### src/hdl/mta_defines.svh
// Constants for the temperature monitor digital core: register pointers,
// reset values, field positions and timing counts. Clock assumed 40 MHz.
`ifndef MTA_DEFINES_SVH
`define MTA_DEFINES_SVH

`define MTA_CLK_HZ 40000000
`define MTA_FREEZE_MS 37
`define MTA_FREEZE_CYC ((`MTA_CLK_HZ / 1000) * `MTA_FREEZE_MS)
`define MTA_FAULT_MS 4
`define MTA_FAULT_CYC ((`MTA_CLK_HZ / 1000) * `MTA_FAULT_MS)
`define MTA_HYST 8'h04

`define MTA_PTR_RESET 8'h00
`define MTA_PTR_LOCAL 8'h07
`define MTA_PTR_REM_BASE 8'h00
`define MTA_PTR_EXT 8'h09
`define MTA_PTR_ID 8'h0A
`define MTA_PTR_CFG1 8'h41
`define MTA_PTR_CFG2 8'h42
`define MTA_PTR_CFG3 8'h43
`define MTA_PTR_STAT1 8'h44
`define MTA_PTR_STAT2 8'h45
`define MTA_PTR_STAT3 8'h46
`define MTA_PTR_ALIM_BASE 8'h10
`define MTA_PTR_ALIM_LOCAL 8'h17
`define MTA_PTR_OLIM_BASE 8'h20

`define MTA_CFG1_RESET 8'h0C
`define MTA_CFG1_WMASK 8'hEC
`define MTA_CFG2_RESET 8'h00
`define MTA_CFG2_WMASK 8'h7F
`define MTA_CFG3_RESET 8'h00
`define MTA_CFG3_WMASK 8'h39
`define MTA_CFG1_STOP 7
`define MTA_CFG1_SWRST 6
`define MTA_CFG1_TODIS 5
`define MTA_CFG1_RCANC 3
`define MTA_CFG1_BETA 2
`define MTA_CFG2_LOCAL 6

`define MTA_ALIM_LOCAL_RESET 8'h5A
`define MTA_ALIM_REM_RESET 8'h64
`define MTA_OLIM1_RESET 8'h6E
`define MTA_OLIM4_RESET 8'h7F
`define MTA_OLIM56_RESET 8'h5A

`define MTA_TEMP_MAX 8'h7F
`define MTA_TEMP_FAULT 8'hFF
`define MTA_ID_VALUE 8'h5C

`endif

### src/hdl/mta_pkg.sv
// Types for the temperature monitor digital core.
// Assumes mta_defines.svh is compiled alongside.
package mta_pkg;
   typedef enum logic [1:0] {
      MTA_SEQ_IDLE,
      MTA_SEQ_WAIT,
      MTA_SEQ_STORE
   } mta_seq_t;
endpackage

### src/hdl/mta_core.sv
// Digital core of a seven-channel temperature monitor behind an SMBus slave.
// Assumes a byte-level SMBus slave front end: it decodes transactions into
// the strobes below, and carries arbitration on the wire for alert response.
// Functional notes
// - Four byte transactions at one slave address
// - Receive byte returns register at stored pointer
// - Channel 1 eleven bits, others eight
// - High byte clamps 0 to 127
// - Fraction in top three bits of extended
// - Extended read freezes high byte until read or 37ms pass
// - Open diode stores FFh, no alarms
// - Fault detect takes 4ms, then next channel
// - Seven alert and four overtemp limits
// - Alert on reading above unmasked limit
// - Alert clears by status read or won response
// - Alert never pauses conversions
// - Alert pin only pulls low
// - Alert response sends address, lower wins
// - Overtemp output with 4 degree hysteresis
// - Eight-bit command pointer resets zero
// - Config1 bit 7 selects standby
// - Config1 bit 6 soft reset, self-clears
// - Config1 bit 5 disables timeout; resets 0Ch
// - Config1 bits 3,2 compensation enables
// - Config2 bits 6:0 mask alerts
// - Config3 bits 5,4,3,0 mask overtemp
// - Sequence 1,2,3,local,4,5,6
`timescale 1ns/100ps
`include "mta_defines.svh"
`default_nettype none

module mta_core #(
   parameter int FREEZE_CYC = `MTA_FREEZE_CYC,
   parameter int FAULT_CYC = `MTA_FAULT_CYC
) (
   input wire logic I_CLOCK,
   input wire logic I_RESET_N,
   input wire logic I_CMD_WR,
   input wire logic [7:0] I_CMD,
   input wire logic I_DATA_WR,
   input wire logic [7:0] I_DATA,
   input wire logic I_READ,
   output logic [7:0] O_RDATA,
   input wire logic I_ARA_READ,
   input wire logic I_ARA_WON,
   output logic O_ARA_RESPOND,
   input wire logic I_CONV_START,
   output logic O_CONV_REQ,
   output logic [2:0] O_CONV_CHAN,
   input wire logic I_CONV_DONE,
   input wire logic I_DIODE_OPEN,
   input wire logic signed [11:0] I_CONV_RESULT,
   output logic O_ALERT_N_OUT,
   output logic O_ALERT_N_OE,
   output logic O_OVERHEAT_SHUTDOWN_OUT,
   output logic O_TIMEOUT_EN,
   output logic O_RES_CANCEL_EN,
   output logic O_BETA_COMP_EN,
   output logic O_STANDBY
);

   // Channel index: 0 local, 1..6 remote
   logic [7:0] cmd_reg;
   logic [7:0] cfg1_reg;
   logic [7:0] cfg2_reg;
   logic [7:0] cfg3_reg;
   logic [7:0] temp_reg [0:6];
   logic [2:0] frac_reg;
   logic [7:0] alim_reg [0:6];
   logic [7:0] olim_reg [0:3];
   logic [6:0] alert_stat_reg;
   logic [6:0] over_stat_reg;
   logic [6:0] fault_stat_reg;
   logic over_active_reg;
   logic freeze_reg;
   logic [31:0] freeze_cnt_reg;
   logic [31:0] fault_cnt_reg;
   logic [2:0] seq_pos_reg;
   logic [7:0] rdata_reg;
   mta_pkg::mta_seq_t seq_reg;
   logic soft_rst;
   logic rst;
   logic [2:0] chan;
   logic [7:0] clamped;
   logic [7:0] store_val;
   logic conv_end;
   logic [7:0] rd_val;
   logic [1:0] oidx;
   logic is_over_chan;

   assign soft_rst = I_DATA_WR && (cmd_reg == `MTA_PTR_CFG1) && I_DATA[`MTA_CFG1_SWRST];
   assign rst = !I_RESET_N || soft_rst;

   // Sequence order 1,2,3,local,4,5,6
   always_comb begin
      case (seq_pos_reg)
         3'd0: chan = 3'd1;
         3'd1: chan = 3'd2;
         3'd2: chan = 3'd3;
         3'd3: chan = 3'd0;
         3'd4: chan = 3'd4;
         3'd5: chan = 3'd5;
         default: chan = 3'd6;
      endcase
   end

   always_comb begin
      case (chan)
         3'd1: begin
            oidx = 2'd0;
            is_over_chan = 1'b1;
         end
         3'd4: begin
            oidx = 2'd1;
            is_over_chan = 1'b1;
         end
         3'd5: begin
            oidx = 2'd2;
            is_over_chan = 1'b1;
         end
         3'd6: begin
            oidx = 2'd3;
            is_over_chan = 1'b1;
         end
         default: begin
            oidx = 2'd0;
            is_over_chan = 1'b0;
         end
      endcase
   end

   // Result is signed degrees with three fraction bits
   always_comb begin
      if (I_CONV_RESULT < 0) begin
         clamped = 8'h00;
      end else if (I_CONV_RESULT[11:3] > 9'sd127) begin
         clamped = `MTA_TEMP_MAX;
      end else begin
         clamped = {1'b0, I_CONV_RESULT[9:3]};
      end
      store_val = I_DIODE_OPEN ? `MTA_TEMP_FAULT : clamped;
   end

   assign O_CONV_REQ = (seq_reg == mta_pkg::MTA_SEQ_IDLE) && !cfg1_reg[`MTA_CFG1_STOP];
   assign O_CONV_CHAN = chan;
   assign O_STANDBY = cfg1_reg[`MTA_CFG1_STOP];
   assign conv_end = (seq_reg == mta_pkg::MTA_SEQ_STORE);

   // Sequencer; alert state has no say in it, so alerts never pause conversions
   always_ff @(posedge I_CLOCK) begin
      if (rst) begin
         seq_reg <= mta_pkg::MTA_SEQ_IDLE;
         seq_pos_reg <= 3'd0;
         fault_cnt_reg <= 32'd0;
      end else begin
         case (seq_reg)
            mta_pkg::MTA_SEQ_IDLE: begin
               fault_cnt_reg <= 32'd0;
               if (O_CONV_REQ && I_CONV_START) begin
                  seq_reg <= mta_pkg::MTA_SEQ_WAIT;
               end
            end
            mta_pkg::MTA_SEQ_WAIT: begin
               fault_cnt_reg <= fault_cnt_reg + 32'd1;
               if (cfg1_reg[`MTA_CFG1_STOP]) begin
                  seq_reg <= mta_pkg::MTA_SEQ_IDLE; // Aborted: no update
               end else if (I_CONV_DONE && (!I_DIODE_OPEN || fault_cnt_reg >= FAULT_CYC)) begin
                  seq_reg <= mta_pkg::MTA_SEQ_STORE;
               end
            end
            mta_pkg::MTA_SEQ_STORE: begin
               seq_reg <= mta_pkg::MTA_SEQ_IDLE;
               seq_pos_reg <= (seq_pos_reg == 3'd6) ? 3'd0 : seq_pos_reg + 3'd1;
            end
            default: seq_reg <= mta_pkg::MTA_SEQ_IDLE;
         endcase
      end
   end

   // Latched result captured on entering store
   logic [7:0] res_val_reg;
   logic [2:0] res_frac_reg;
   logic res_open_reg;
   always_ff @(posedge I_CLOCK) begin
      if (rst) begin
         res_val_reg <= 8'h00;
         res_frac_reg <= 3'd0;
         res_open_reg <= 1'b0;
      end else if (seq_reg == mta_pkg::MTA_SEQ_WAIT && I_CONV_DONE) begin
         res_val_reg <= store_val;
         res_frac_reg <= (I_DIODE_OPEN || I_CONV_RESULT < 0) ? 3'd0 : I_CONV_RESULT[2:0];
         res_open_reg <= I_DIODE_OPEN;
      end
   end

   // Extended read freezes channel 1 high byte
   always_ff @(posedge I_CLOCK) begin
      if (rst) begin
         freeze_reg <= 1'b0;
         freeze_cnt_reg <= 32'd0;
      end else if (I_READ && cmd_reg == `MTA_PTR_EXT) begin
         freeze_reg <= 1'b1;
         freeze_cnt_reg <= 32'd0;
      end else if (freeze_reg) begin
         freeze_cnt_reg <= freeze_cnt_reg + 32'd1;
         if ((I_READ && cmd_reg == `MTA_PTR_REM_BASE + 8'd1) || freeze_cnt_reg >= FREEZE_CYC - 1) begin
            freeze_reg <= 1'b0;
         end
      end
   end

   // Temperature data and compare per channel
   generate
      for (genvar g = 0; g < 7; g++) begin : g_chan
         always_ff @(posedge I_CLOCK) begin
            if (rst) begin
               temp_reg[g] <= 8'h00;
               fault_stat_reg[g] <= 1'b0;
            end else if (conv_end && chan == 3'(g)) begin
               if (!(g == 1 && freeze_reg)) begin
                  temp_reg[g] <= res_val_reg;
               end
               fault_stat_reg[g] <= res_open_reg && (g != 0);
            end
         end
      end
   endgenerate

   always_ff @(posedge I_CLOCK) begin
      if (rst) begin
         frac_reg <= 3'd0;
      end else if (conv_end && chan == 3'd1 && !freeze_reg) begin
         frac_reg <= res_frac_reg;
      end
   end

   // Alert status: set at conversion end wins over clear
   logic [6:0] alert_set;
   always_comb begin
      alert_set = 7'h00;
      if (conv_end && !res_open_reg && res_val_reg > alim_reg[chan]) begin
         alert_set[chan] = 1'b1;
      end
   end

   always_ff @(posedge I_CLOCK) begin
      if (rst) begin
         alert_stat_reg <= 7'h00;
      end else if ((I_READ && cmd_reg == `MTA_PTR_STAT1) || (I_ARA_READ && I_ARA_WON)) begin
         alert_stat_reg <= alert_set;
      end else begin
         alert_stat_reg <= alert_stat_reg | alert_set;
      end
   end

   // Mask bit 6 is local (index 0), bits 5:0 remote 6..1
   logic [6:0] mask_by_chan;
   assign mask_by_chan = {cfg2_reg[5:0], cfg2_reg[`MTA_CFG2_LOCAL]};
   assign O_ARA_RESPOND = |(alert_stat_reg & ~mask_by_chan);
   assign O_ALERT_N_OUT = 1'b0;
   assign O_ALERT_N_OE = O_ARA_RESPOND;

   // Over-temperature with hysteresis
   always_ff @(posedge I_CLOCK) begin
      if (rst) begin
         over_stat_reg <= 7'h00;
      end else if (conv_end && is_over_chan) begin
         if (res_open_reg) begin
            over_stat_reg[chan] <= 1'b0;
         end else if (res_val_reg > olim_reg[oidx]) begin
            over_stat_reg[chan] <= 1'b1;
         end else if ({1'b0, res_val_reg} + 9'(`MTA_HYST) < {1'b0, olim_reg[oidx]}) begin
            over_stat_reg[chan] <= 1'b0;
         end
      end
   end

   logic [6:0] over_mask;
   assign over_mask = {cfg3_reg[5], cfg3_reg[4], cfg3_reg[3], 2'b00, cfg3_reg[0], 1'b0};
   always_ff @(posedge I_CLOCK) begin
      if (rst) begin
         over_active_reg <= 1'b0;
      end else begin
         over_active_reg <= |(over_stat_reg & ~over_mask);
      end
   end
   assign O_OVERHEAT_SHUTDOWN_OUT = over_active_reg;

   // Command pointer and register writes
   always_ff @(posedge I_CLOCK) begin
      if (rst) begin
         cmd_reg <= `MTA_PTR_RESET;
      end else if (I_CMD_WR) begin
         cmd_reg <= I_CMD;
      end
   end

   always_ff @(posedge I_CLOCK) begin
      if (rst) begin
         cfg1_reg <= `MTA_CFG1_RESET;
         cfg2_reg <= `MTA_CFG2_RESET;
         cfg3_reg <= `MTA_CFG3_RESET;
      end else if (I_DATA_WR) begin
         case (cmd_reg)
            `MTA_PTR_CFG1: cfg1_reg <= I_DATA & `MTA_CFG1_WMASK & 8'hBF;
            `MTA_PTR_CFG2: cfg2_reg <= I_DATA & `MTA_CFG2_WMASK;
            `MTA_PTR_CFG3: cfg3_reg <= I_DATA & `MTA_CFG3_WMASK;
            default: cfg1_reg <= cfg1_reg;
         endcase
      end
   end

   generate
      for (genvar a = 0; a < 7; a++) begin : g_alim
         always_ff @(posedge I_CLOCK) begin
            if (rst) begin
               alim_reg[a] <= (a == 0) ? `MTA_ALIM_LOCAL_RESET : `MTA_ALIM_REM_RESET;
            end else if (I_DATA_WR && cmd_reg == ((a == 0) ? `MTA_PTR_ALIM_LOCAL
                                             : `MTA_PTR_ALIM_BASE + 8'(a))) begin
               alim_reg[a] <= I_DATA;
            end
         end
      end
      for (genvar o = 0; o < 4; o++) begin : g_olim
         localparam logic [7:0] OCH = (o == 0) ? 8'd1 : 8'(o + 3);
         always_ff @(posedge I_CLOCK) begin
            if (rst) begin
               olim_reg[o] <= (o == 0) ? `MTA_OLIM1_RESET :
                              (o == 1) ? `MTA_OLIM4_RESET : `MTA_OLIM56_RESET;
            end else if (I_DATA_WR && cmd_reg == `MTA_PTR_OLIM_BASE + OCH) begin
               olim_reg[o] <= I_DATA;
            end
         end
      end
   endgenerate

   // Read mux; unmapped pointers read zero
   always_comb begin
      rd_val = 8'h00;
      case (cmd_reg)
         `MTA_PTR_LOCAL: rd_val = temp_reg[0];
         8'h01, 8'h02, 8'h03, 8'h04, 8'h05, 8'h06: rd_val = temp_reg[cmd_reg[2:0]];
         `MTA_PTR_EXT: rd_val = {frac_reg, 5'b00000};
         `MTA_PTR_ID: rd_val = `MTA_ID_VALUE; // Arbitrary identity value
         `MTA_PTR_CFG1: rd_val = cfg1_reg;
         `MTA_PTR_CFG2: rd_val = cfg2_reg;
         `MTA_PTR_CFG3: rd_val = cfg3_reg;
         `MTA_PTR_STAT1: rd_val = {1'b0, alert_stat_reg[0], alert_stat_reg[1], alert_stat_reg[2],
                                   alert_stat_reg[3], alert_stat_reg[4], alert_stat_reg[5],
                                   alert_stat_reg[6]} >> 0;
         `MTA_PTR_STAT2: rd_val = {1'b0, over_stat_reg};
         `MTA_PTR_STAT3: rd_val = {1'b0, fault_stat_reg};
         `MTA_PTR_ALIM_LOCAL: rd_val = alim_reg[0];
         8'h11, 8'h12, 8'h13, 8'h14, 8'h15, 8'h16: rd_val = alim_reg[cmd_reg[2:0]];
         8'h21: rd_val = olim_reg[0];
         8'h24: rd_val = olim_reg[1];
         8'h25: rd_val = olim_reg[2];
         8'h26: rd_val = olim_reg[3];
         default: rd_val = 8'h00;
      endcase
   end

   // Data presented one cycle after any pointer change
   always_ff @(posedge I_CLOCK) begin
      if (rst) begin
         rdata_reg <= 8'h00;
      end else begin
         rdata_reg <= rd_val;
      end
   end
   assign O_RDATA = rdata_reg;

   assign O_TIMEOUT_EN = !cfg1_reg[`MTA_CFG1_TODIS];
   assign O_RES_CANCEL_EN = cfg1_reg[`MTA_CFG1_RCANC];
   assign O_BETA_COMP_EN = cfg1_reg[`MTA_CFG1_BETA];

endmodule // mta_core

`default_nettype wire

### config.mk
export PLATFORM = sky130hd
export DESIGN_NAME = mta_core
export DESIGN_NICKNAME = d
export VERILOG_FILES = /design/src/hdl/mta_pkg.sv /design/src/hdl/mta_core.sv
export VERILOG_INCLUDE_DIRS = /design/src /design/src/hdl
export SDC_FILE = /design/constraint.sdc
export NUM_CORES = 1
export LEC_CHECK = 0
export ABC_AREA = 1
export BUFFER_PORTS_ARGS = -buffer_cell sky130_fd_sc_hd__buf_4
export CORE_MARGIN = 4
export CORE_UTILIZATION = 35
export DETAILED_ROUTE_END_ITERATION = 8
export PLACE_DENSITY = 0.48
export SLEW_MARGIN = 20
export SYNTH_ARGS = -nofsm -noshare
export SYNTH_HDL_FRONTEND = slang
export SYNTH_SLANG_ARGS = --single-unit
### constraint.sdc
create_clock -name I_CLOCK -period 2.79 [get_ports I_CLOCK]
set_input_delay 0.558 -clock I_CLOCK [delete_from_list [all_inputs] [get_ports I_CLOCK]]
set_output_delay 0.558 -clock I_CLOCK [all_outputs]
set_load 0.02 [all_outputs]
## Word-level counts from Yosys, hierarchy flattened

Memory sizes are Yosys's and may differ from the RTL's. A register that Yosys moved wholly into a read port is not among the register bits.
Cells that the tools add are included.

| cells by class | value |
|---|---|
| add/subtract/negate cells | 4 |
| $lt $le $gt $ge | 9 |
| eq/ne operators | 42 |
| muxes and demuxes | 103 |
| bitwise logic cells | 26 |
| reduce and logical (&&, ||, !) cells | 60 |

Operator list:

| operator | number |
|---|---|
| $mux W8 | 19 |
| $pmux W8 S16 | 1 |
| $add A32 B1 Y32 const B | 2 |
| $pmux W32 S2 | 1 |
| $mux W1 | 62 |
| $eq A8 B5 Y1 const B | 7 |
| $mux W7 | 7 |
| $eq A8 B7 Y1 const B | 6 |
| $logic_and A1 B1 Y1 | 33 |
| $eq A8 B3 Y1 const B | 4 |
| $eq A8 B6 Y1 const B | 4 |
| $ge A32 B18 Y1 const B | 1 |
| $ge A32 B21 Y1 const B | 1 |
| $and A7 B7 Y7 | 3 |
| $not A7 Y7 | 3 |
| $eq A3 B3 Y1 const B | 6 |
| $mux W3 | 6 |
| $or A1 B1 Y1 | 18 |
| $pmux W3 S6 | 1 |
| $eq A8 B2 Y1 const B | 2 |
| $eq A8 B4 Y1 const B | 2 |
| $gt A8 B8 Y1 | 2 |
| $or A7 B7 Y7 | 2 |
| $reduce_or A7 Y1 | 2 |
| 28 further kinds | 49 |

| word-level totals | value |
|---|---|
| register bits after elaboration | 137 |
| memory bits (writable) | 144 |
| input bits | 38 |
| output and inout bits | 20 |
| logic and storage cells | 270 |
| memories kept | 3 |

Memory list:

| name | words | width | read ports | clocked after memory_dff | write ports | RTL line | source |
|---|---|---|---|---|---|---|---|
| alim_reg | 7 | 8 | 3 | 1 | 7 | mta_core.sv:69 | `logic [7:0] alim_reg [0:6];` |
| temp_reg | 7 | 8 | 2 | 1 | 7 | mta_core.sv:67 | `logic [7:0] temp_reg [0:6];` |
| olim_reg | 4 | 8 | 5 | 0 | 4 | mta_core.sv:70 | `logic [7:0] olim_reg [0:3];` |

## Longest topological paths before layout

Gate-level depths: netlist of the first run.

| logic depth | value |
|---|---|
| depth in word-level cells | 11 |
| gate-level depth with buffers | 22 |
| gate-level depth less buffers | 21 |

## Worst setup path after synthesis of the first run

Ideal clock, no wire load.

| timing path | value |
|---|---|
| kind | reg2reg |
| from | register seq_pos_reg[0] |
| to | register alert_stat_reg[2] |
| setup time | 70 ps |
| arrival time | 2590 ps |
| required time | 2720 ps |
| setup slack | 130 ps |
| stages on the path, launching flop included | 17 |
| path buffers | 1 |
| period minus slack after synthesis | 2660 ps |
| cell sequence | dfxtp_1 -> inv_1 -> nor2_2 -> nand2_1 -> nand2_1 -> inv_1 -> nand2_1 -> buf_2 -> nor2_1 -> o21ai_0 -> o21ai_0 -> ha_1 -> a21oi_1 -> o21a_1 -> o21ai_1 -> nand4_1 -> a21oi_1 |

| between the ends | value |
|---|---|
| longest elaborated chain between the ends | 9 |
| elaborated cells on any way between the ends | 18 |
| classes of those cells | order compare: 3; eq/ne: 5; mux: 5; bitwise: 1; reduce/logical: 3; memory: 1 |

Ends and longest elaborated chain:

| what | RTL line | source |
|---|---|---|
| start: declaration | mta_core.sv:78 | `logic [2:0] seq_pos_reg;` |
| start signal: assignment | mta_core.sv:173 | `seq_pos_reg <= (seq_pos_reg == 3'd6) ? 3'd0 : seq_pos_reg + 3'd1;` |
| $eq A3 B3 Y1, or another cell as far along | mta_core.sv:96 | `case (seq_pos_reg)` |
| $pmux W3 S6 (*) | mta_core.sv:96 |  |
| via O_CONV_CHAN[0] | mta_core.sv:49 | `output logic [2:0] O_CONV_CHAN,` |
| branches (longest 4 deep; another with $mem_v2 Z7 W8) | - |  |
| $mux W7 (*) | mta_core.sv:241 | `if (conv_end && !res_open_reg && res_val_reg > alim_reg[chan]) begin` |
| $or A7 B7 Y7 | mta_core.sv:252 | `alert_stat_reg <= alert_stat_reg \| alert_set;` |
| $mux W7 (*) | mta_core.sv:249 | `` end else if ((I_READ && cmd_reg == `MTA_PTR_STAT1) \|\| (I_ARA_READ && I_ARA_WON)) begin `` |
| end signal: assignment | mta_core.sv:250 | `alert_stat_reg <= alert_set;` |
| end signal: assignment | mta_core.sv:252 |  |
| end: declaration | mta_core.sv:71 | `logic [6:0] alert_stat_reg;` |

Mark *: on every way through the listed nets, which the timed path passes.
A chain may end at the register's enable or synchronous reset.

## Final worst setup path of the first run

| timing path | value |
|---|---|
| from | register seq_pos_reg[0] |
| to | register alert_stat_reg[6] |

| between the ends | value |
|---|---|
| longest elaborated chain between the ends | 9 |
| elaborated cells on any way between the ends | 18 |
| classes of those cells | order compare: 3; eq/ne: 5; mux: 5; bitwise: 1; reduce/logical: 3; memory: 1 |

Ends and longest elaborated chain:

| what | RTL line |
|---|---|
| $eq A3 B3 Y1, or another cell as far along | mta_core.sv:96 |
| $pmux W3 S6 (*) | mta_core.sv:96 |
| branches (longest 4 deep; another with $mem_v2 Z7 W8) | - |
| $mux W7 (*) | mta_core.sv:241 |
| $or A7 B7 Y7 | mta_core.sv:252 |
| $mux W7 (*) | mta_core.sv:249 |

Mark *: on every way between the ends.

==> results of run 1 <==
[worst max-delay path by stage]
stage,startpoint,endpoint,slack [ns],depth (start not counted)
after CTS,seq_pos_reg[1],alert_stat_reg[0],0.007,17
final,seq_pos_reg[0],alert_stat_reg[6],0.1,19
after floorplan,seq_pos_reg[0],alert_stat_reg[2],0.13,16
after detailed placement,seq_pos_reg[1],alert_stat_reg[2],-0.07,16
after global placement,seq_pos_reg[0],register,-0.03,20
after global routing,seq_pos_reg[0],alert_stat_reg[6],-0.05,18
[power groups by stage]
stage	Sequential [mW]	Clock, mW	Combinational [mW]
floorplan	4.59	0	0.434
global placement	4.61	0	0.787
detailed placement	4.61	0	0.789
CTS	4.53	4.47	0.793
global route	4.53	4.67	0.891
finish	4.53	4.39	0.809
[routing by layer]
| metal | wire, um | vias up |
|---|---|---|
| li1 | - | 6725 |
| met1 | 23910 | 6495 |
| met2 | 24720 | 335 |
| met3 | 2395 | 66 |
| met4 | 1178 | 0 |
| met5 | 0 | - |
[critical path, delay by kind of cell (launching register included)]
kind | cells | cell delay [ns]
compound gates | 6 | 0.50
flops | 1 | 0.30
simple gates | 7 | 0.75
fa+ha+maj | 1 | 0.22
buf+inv | 5 | 0.78
[stage by stage]
step	instance area, um^2	hold WS (ns)
after floorplan	14860	0.4299
after global placement	16450	0.4491
after detailed placement	16450	0.4534
after CTS	17550	0.2373
after global routing	17720	0.2694
final	17720	0.2575
[cell usage after synthesis, types with 7 or more instances]
cell type,number,area share (%)
o21ai_0,140,4.7
nand2_1,430,11
edfxtp_1,144,29
nand4_1,22,0.93
xnor2_1,7,0.41
nor3_1,30,1.0
nand3_1,103,3.5
xor2_1,17,1.0
a21oi_1,135,4.5
ha_1,26,2.2
inv_1,217,5.5
nor2_1,344,8.7
nor3_2,7,0.47
a211oi_1,10,0.51
buf_2,14,0.47
dfxtp_1,139,19
o22ai_1,18,0.76
o211ai_1,12,0.61
nor4_1,7,0.29
buf_4,11,0.56
clkbuf_1,31,0.78
nand3b_1,7,0.35
[layout by cell type (no fill, tap or decap), types with 6 or more instances in the layout]
cell	instances
nand2_2	7
clkinv_1	7
nor4_1	7
buf_4	157
a211oi_1	9
inv_1	211
nor2_1	339
dfxtp_1	136
ha_1	24
o211ai_1	12
o21ai_0	126
nor3_2	8
nor2_4	6
nand2_1	423
edfxtp_1	144
inv_2	10
clkbuf_1	14
nor3_1	29
xnor2_1	7
xor2_1	17
a21oi_1	130
nand3_1	103
nor2_2	7
or2_2	6
nand4_1	22
nand3b_1	7
clkbuf_16	37
o22ai_1	18
o21ai_1	18
[cells by family (layout without fill, tap and decap cells)]
logic type	count (synthesis)	in the layout	share of synthesized area (%)
buffers and inverters	289	451	7.704
adders and majority gates	26	26	2.189
DFF	283	283	47.82
other	1	2	0.02523
xor gates and xnor gates	24	24	1.414
muxes	3	3	0.2021
AOI/OAI and AO/OA	348	348	12.93
and+or+nand+nor	979	979	27.71
[layout make-up]
cell class	instances	area [um^2]
diodes	1	2.502
fillers	4362	24230
clock buffers	54	1020
well taps	539	674.4
inverters	227	858.3
repair buffers	162	1261
clock inverters	8	63.81
flip-flops and latches	283	7113
multi-input cells	1381	6726
[timing repair]
item                                    4_1_cts  5_1_grt
gates resized for setup                       4       47
endpoints found under the setup margin        9       11
pin swaps                                     1       21
buffers inserted                              1        5
==> impl_results.md, run 1 <==
- Count of cell types in the netlist: 54
- CTS Buf Count: 35
- Largest net degree at the start of global routing: 48
- Pint: between 7 and 8 mW
- VDD IR-drop max: about 340 uV
- Mapped Avg Cell Area: 7.609 um^2
- # DRC: 0
- Initial DRC count: between 1000 and 1500
- Ys flop type: edfxtp_1
- Sequential fraction of the synthesis area: roughly 48%
- CTS Buffer Depth: 3
- Cell Area, Synth: roughly 15000 um^2
- Post-synth EDFFs: roughly 140
- Pre-Repair DR Iteration Count: 7
- Cell leakage power: between 6 and 7 nW
- Drt wl/cell: between 15 and 20 um
- CP max stage delay: approximately 0.30 ns
- Total chip power: ~9.7 mW
- Crit-path slowest cell: dfxtp_1
- WS Path Type: reg -> reg
- Die W: 214.1 um
- Switching share of power: 24.73%
- GRT Total Usage: 22.24%
- Worst Skew: 0.02167 ns
- Util after Layout: a little over two fifths
- FF-to-FF Start: seq_pos_reg[0]
- Hold/Removal Path Class: in -> reg
- Final Instance Count excl. Fillers: ~2700
- Sw Pwr: ~2.4 mW
- Sink Count: 283
- Area Overhead vs Synth: 19.24%
- Status: finished, final reports clean
- I/O pin count: 58
- Layout cells sized above 1: a little over an eighth
- GR Util met3: 3.146%
- Hold Path Stages: 3
- Core ar.: between 40000 and 50000 um^2
- Post-synth ARST share: 0%
- Crit path required time: about 3.2 ns
- # port buffers: 56
- Clock power frac: between 40 and 50%
- Final setup viols: 0
- RSZ-0062 raised after global routing: yes
- Worst-path clk slew: approximately 0.060 ns
- Crit start category: register
- Die Footprint: approximately 46000 um^2
- Via count of the routed design: 13620
- TritonCTS clock tree: done
- Root Buffer: clkbuf_16
- TNS Setup: 0 ns
- Cts hold-fix bufs: 0
- Max transition margin: approximately 43%
- First-pass GRT wire length: approximately 80000 um
- Gr busiest metal: met2
- Final Max Tran Viols: 0
- Synthesized instance count: roughly 2000
- Reg2Reg Depth: 19
- Least-Margin Pin Slew: about 0.85 ns
- R2r setup slk: ~0.095 ns
- Crit end category: register
- Count of final hold-check violations: 0
- Routability cong.: roughly 0.95
- Pre-CTS setup slack: -0.06574 ns
- Number of max-cap violations: 0
- Critical path cell sequence: buf_4 -> nor2_4 -> inv_4 -> nor2_4 -> clkinvlp_4 -> buf_6 -> nor2_1 -> a21oi_1 -> o21ai_0 -> o21ai_0 -> nand2_1 -> ha_4 -> nand2_1 -> nor2_1 -> a211oi_2 -> o21ai_1 -> buf_4 -> nand4_1 -> a21oi_2
- Syn_nets: 2017
- Min-delay src: I_CONV_START
- Routed vias/inst: around 5.1
- HPWL after DPL: 39870 um
- Routed Antenna Nets: 0
- H-Tree Depth: 2
- Max Fanout on Critical Path: 7
- Global route overflow: 0
- Vias in the first global route: 13130
- Num rows: 75
- Comb pwr share: under 10%
- Initial Util: a little over a third
- Clk_lat worst skew: between 0.5 and 0.6 ns
- Initial antenna violation count: 1
- Top achievable clock speed: 0.3711 GHz
- Pwr/cell area: roughly 550 nW/um^2
- Clock period minus worst slack: between 2 and 3 ns
- Arrival @ worst endpoint: ~3.1 ns
- Fin crit share: 96.59%
- Synth Warn #: 0
- Hold Path End: seq_reg[0]
- Met1 Track Usage GR: 30.77%
- Seq pwr share: a little under half
- Yosys reg bits: roughly 280
- Nets: about 2200
- DRT Wirelength: 52210 um
- Grt met2 use: between 30% and 40%
- Post-route setup slack: roughly 0.095 ns
- Post-Place Cells: between 2000 and 3000
- Worst R2R End: alert_stat_reg[6]
- Die height: about 210 um
(Power assumes the default switching activity.)
==> run 2, diff against run 1 <==
Clock period 2.79 ns to 3.3 ns, I/O delays scaled along.
==> run 2 against run 1 <==
Compared with the run above:
- via count shrank 1.2%
- largest power group unchanged
- count of clock-buffer cells in the layout shrank 5
- core utilization shrank 1.4 points
- clock skew shrank 0.0058 ns
- critical path depth shrank 3
- final cell count shrank 2.4%
==> impl_results.md, run 2 (synthesis results as in run 1) <==
- Root Buffer: clkbuf_16
- Crit start category: register
- Most common cell after layout, fill and taps aside: nand2_1
- Placed inst area: 16000 um^2 (-2.8%)
- Pint: 6.247 mW (-15%)
- Num rows: 75 (unchanged)
- Via count of the routed design: 13460 (-1.2%)
- Worst-path clk slew: 0.06 ns (about the same)
- Crit-path leading delay family: compound AO/OA/AOI/OAI gates
- Cell area after layout: 17140 um^2 (-3.2%)
- CP max stage delay: 0.49 ns (+0.19 ns)
- TNS Setup: 0 ns (unchanged)
- Largest net degree at the start of global routing: 58 (+21%)
- Vias in the first global route: 12950 (-1.3%)
- Crit path required time: 3.77 ns (+0.54 ns)
- CTS Buffer Depth: 3 (unchanged)
- Fin crit share: 89.69% (-6.9 points)
- WL met3: 2969 um (+24%)
- Critical path cell sequence: inv_1 -> nor2_4 -> nor2_8 -> nand2_1 -> inv_1 -> nand2_1 -> o221ai_1 -> o21ai_0 -> inv_1 -> ha_1 -> nand2_1 -> o21a_1 -> o21ai_1 -> buf_4 -> nand3_1 -> a21oi_1
- Core ar.: 41950 um^2 (unchanged)
- Initial antenna violation count: 0 (-1)
- Seq pwr share: 46.2% (-0.4 points)
- # port buffers: 56 (unchanged)
- Area Overhead vs Synth: 15.37%
- Top achievable clock speed: 0.3379 GHz (-8.9%)
- First-pass GRT wire length: 77750 um (-2.4%)
- TritonCTS clock tree: done
- Setup repair bufs after CTS: 0 (-1)
- Worst Skew: 0.01592 ns (-0.005752 ns)
- Total chip power: 8.289 mW (-15%)
- VDD IR-drop max: 283.7 uV (-16%)
- Max Fanout on Critical Path: 10 (+3)
- Cell leakage power: 6.604 nW (-4.3%)
- Routed vias/inst: 5.194 (+1.2%)
- RSZ-0062 raised after global routing: no
- Pwr/cell area: 483.5 nW/um^2 (-12%)
- Sink Count: 283 (unchanged)
- H-Tree Depth: 2 (unchanged)
- Routability cong.: 0.9632 (+0.88%)
- Sw Pwr: 2.043 mW (-15%)
- M1 WL: 23220 um (-2.9%)
- Nets: 2091 (-2.9%)
- Final setup viols: 0 (unchanged)
- HPWL after DPL: 39060 um (-2.0%)
- Clock period minus worst slack: 2.960 ns (+0.2648 ns)
- GRT Total Usage: 21.89% (-0.35 points)
- Least-Margin Pin Slew: 1.086 ns (+0.2359 ns)
- I/O pin count: 58 (unchanged)
- Routed Antenna Nets: 0 (unchanged)
- Hold/Removal Path Class: in -> reg
- Cts hold-fix bufs: 0 (unchanged)
- Die Footprint: 45820 um^2 (unchanged)
- Die W: 214.1 um (unchanged)
- Top Layer Used: met4
- Buffer and inverter count on the worst path: 4 (-1)
- # resized after CTS: 0 (-4)
- CTS Buf Count: 35 (unchanged)
- Comb pwr share: 7.6% (-0.7 points)
- Switching share of power: 24.64% (-0.088 points)
- Most frequent cells in the layout: 429 x nand2_1, 342 x nor2_1, 217 x inv_1, 144 x edfxtp_1, 138 x dfxtp_1
- Clk_lat worst skew: 0.54 ns (about the same)
- Status: finished, final reports clean
- Initial Util: 35.43% (unchanged)
- Pre-Repair DR Iteration Count: 8 (+1)
- Die height: 214.1 um (unchanged)
- Crit-path slowest cell: dfxtp_1
- Final Max Tran Viols: 0 (unchanged)
- Count of final hold-check violations: 0 (unchanged)
- Max transition margin: 26.87% (-16 points)
- Crit end category: register
- Global route overflow: 0 (unchanged)
- Clock power frac: 46.2% (+1.1 points)
- Post-Place Cells: 2529 (-2.2%)
- DRT Wirelength: 51560 um (-1.2%)
- Antenna cell count: 0 (-1)
- Number of max-cap violations: 0 (unchanged)
- WS Path Type: reg -> reg
- Initial DRC count: 1278 (+11%)
- Final Instance Count excl. Fillers: 2592 (-2.4%)
- WL met2: 23680 um (-4.2%)
- Drt wl/cell: 19.89 um (+1.2%)
- Fill count: 4432 (+1.6%)
- # DRC: 0 (unchanged)
- Layout cells sized above 1: 9.255% (-3.7 points)
- Arrival @ worst endpoint: 3.43 ns (+0.30 ns)
==> run 2: final timing paths <==
check / startpoint / endpoint / slack (ns) / cells after the start
setup / recovery: seq_pos_reg[1] / alert_stat_reg[0] / 0.34 / 16
hold / removal: I_CONV_START / seq_reg[0] / 0.35 / 3
setup reg to reg: seq_pos_reg[1] / alert_stat_reg[0] / 0.34 / 16
hold reg to reg: fault_cnt_reg[14] / fault_cnt_reg[14] / 0.46 / 2
==> run 2: layer usage <==
layer  GRT usage, %  vias to the layer above
li1               -                     6610
met1          29.61                     6353
met2          35.55                      402
met3          3.968                       97
met4          7.478                        0
met5              0                        -
==> run 2: power by group through the flow <==
stage	clock (mW)	combinational [mW]	sequential (mW)
6_report	3.83	0.633	3.83
3_5_place_dp	0	0.632	3.90
2_1_floorplan	0	0.367	3.88
4_1_cts	3.92	0.634	3.83
3_3_place_gp	0	0.633	3.90
5_1_grt	4.06	0.700	3.84
==> run 2: worst reg2reg max path, delay by kind of cell, from the launching register on <==
family,cells,cell delay (ns)
adders and majority gates,1,0.29
AOI/OAI and AO/OA,5,0.76
DFF,1,0.49
and+or+nand+nor,6,0.75
buffers and inverters,4,0.60
==> run 2: stage by stage <==
stage	util (%)	hold WS [ns]	setup slack [ns]
floorplan	-	0.4299	0.6403
global placement	38.14	0.4502	0.1910
detailed placement	38.14	0.4541	0.2719
CTS	40.84	0.3242	0.2511
global route	40.87	0.3705	0.002987
finish	40.87	0.3499	0.3402
==> run 2: layout make-up <==
cell class,count,area (um^2),area share (%)
clock inverters,14,161.4,0.9415
flip-flops and latches,283,7108,41.46
multi-input cells,1381,6623,38.63
repair buffers,99,755.7,4.408
clock buffers,49,969.7,5.656
inverters,227,852.1,4.970
well taps,539,674.4,3.934
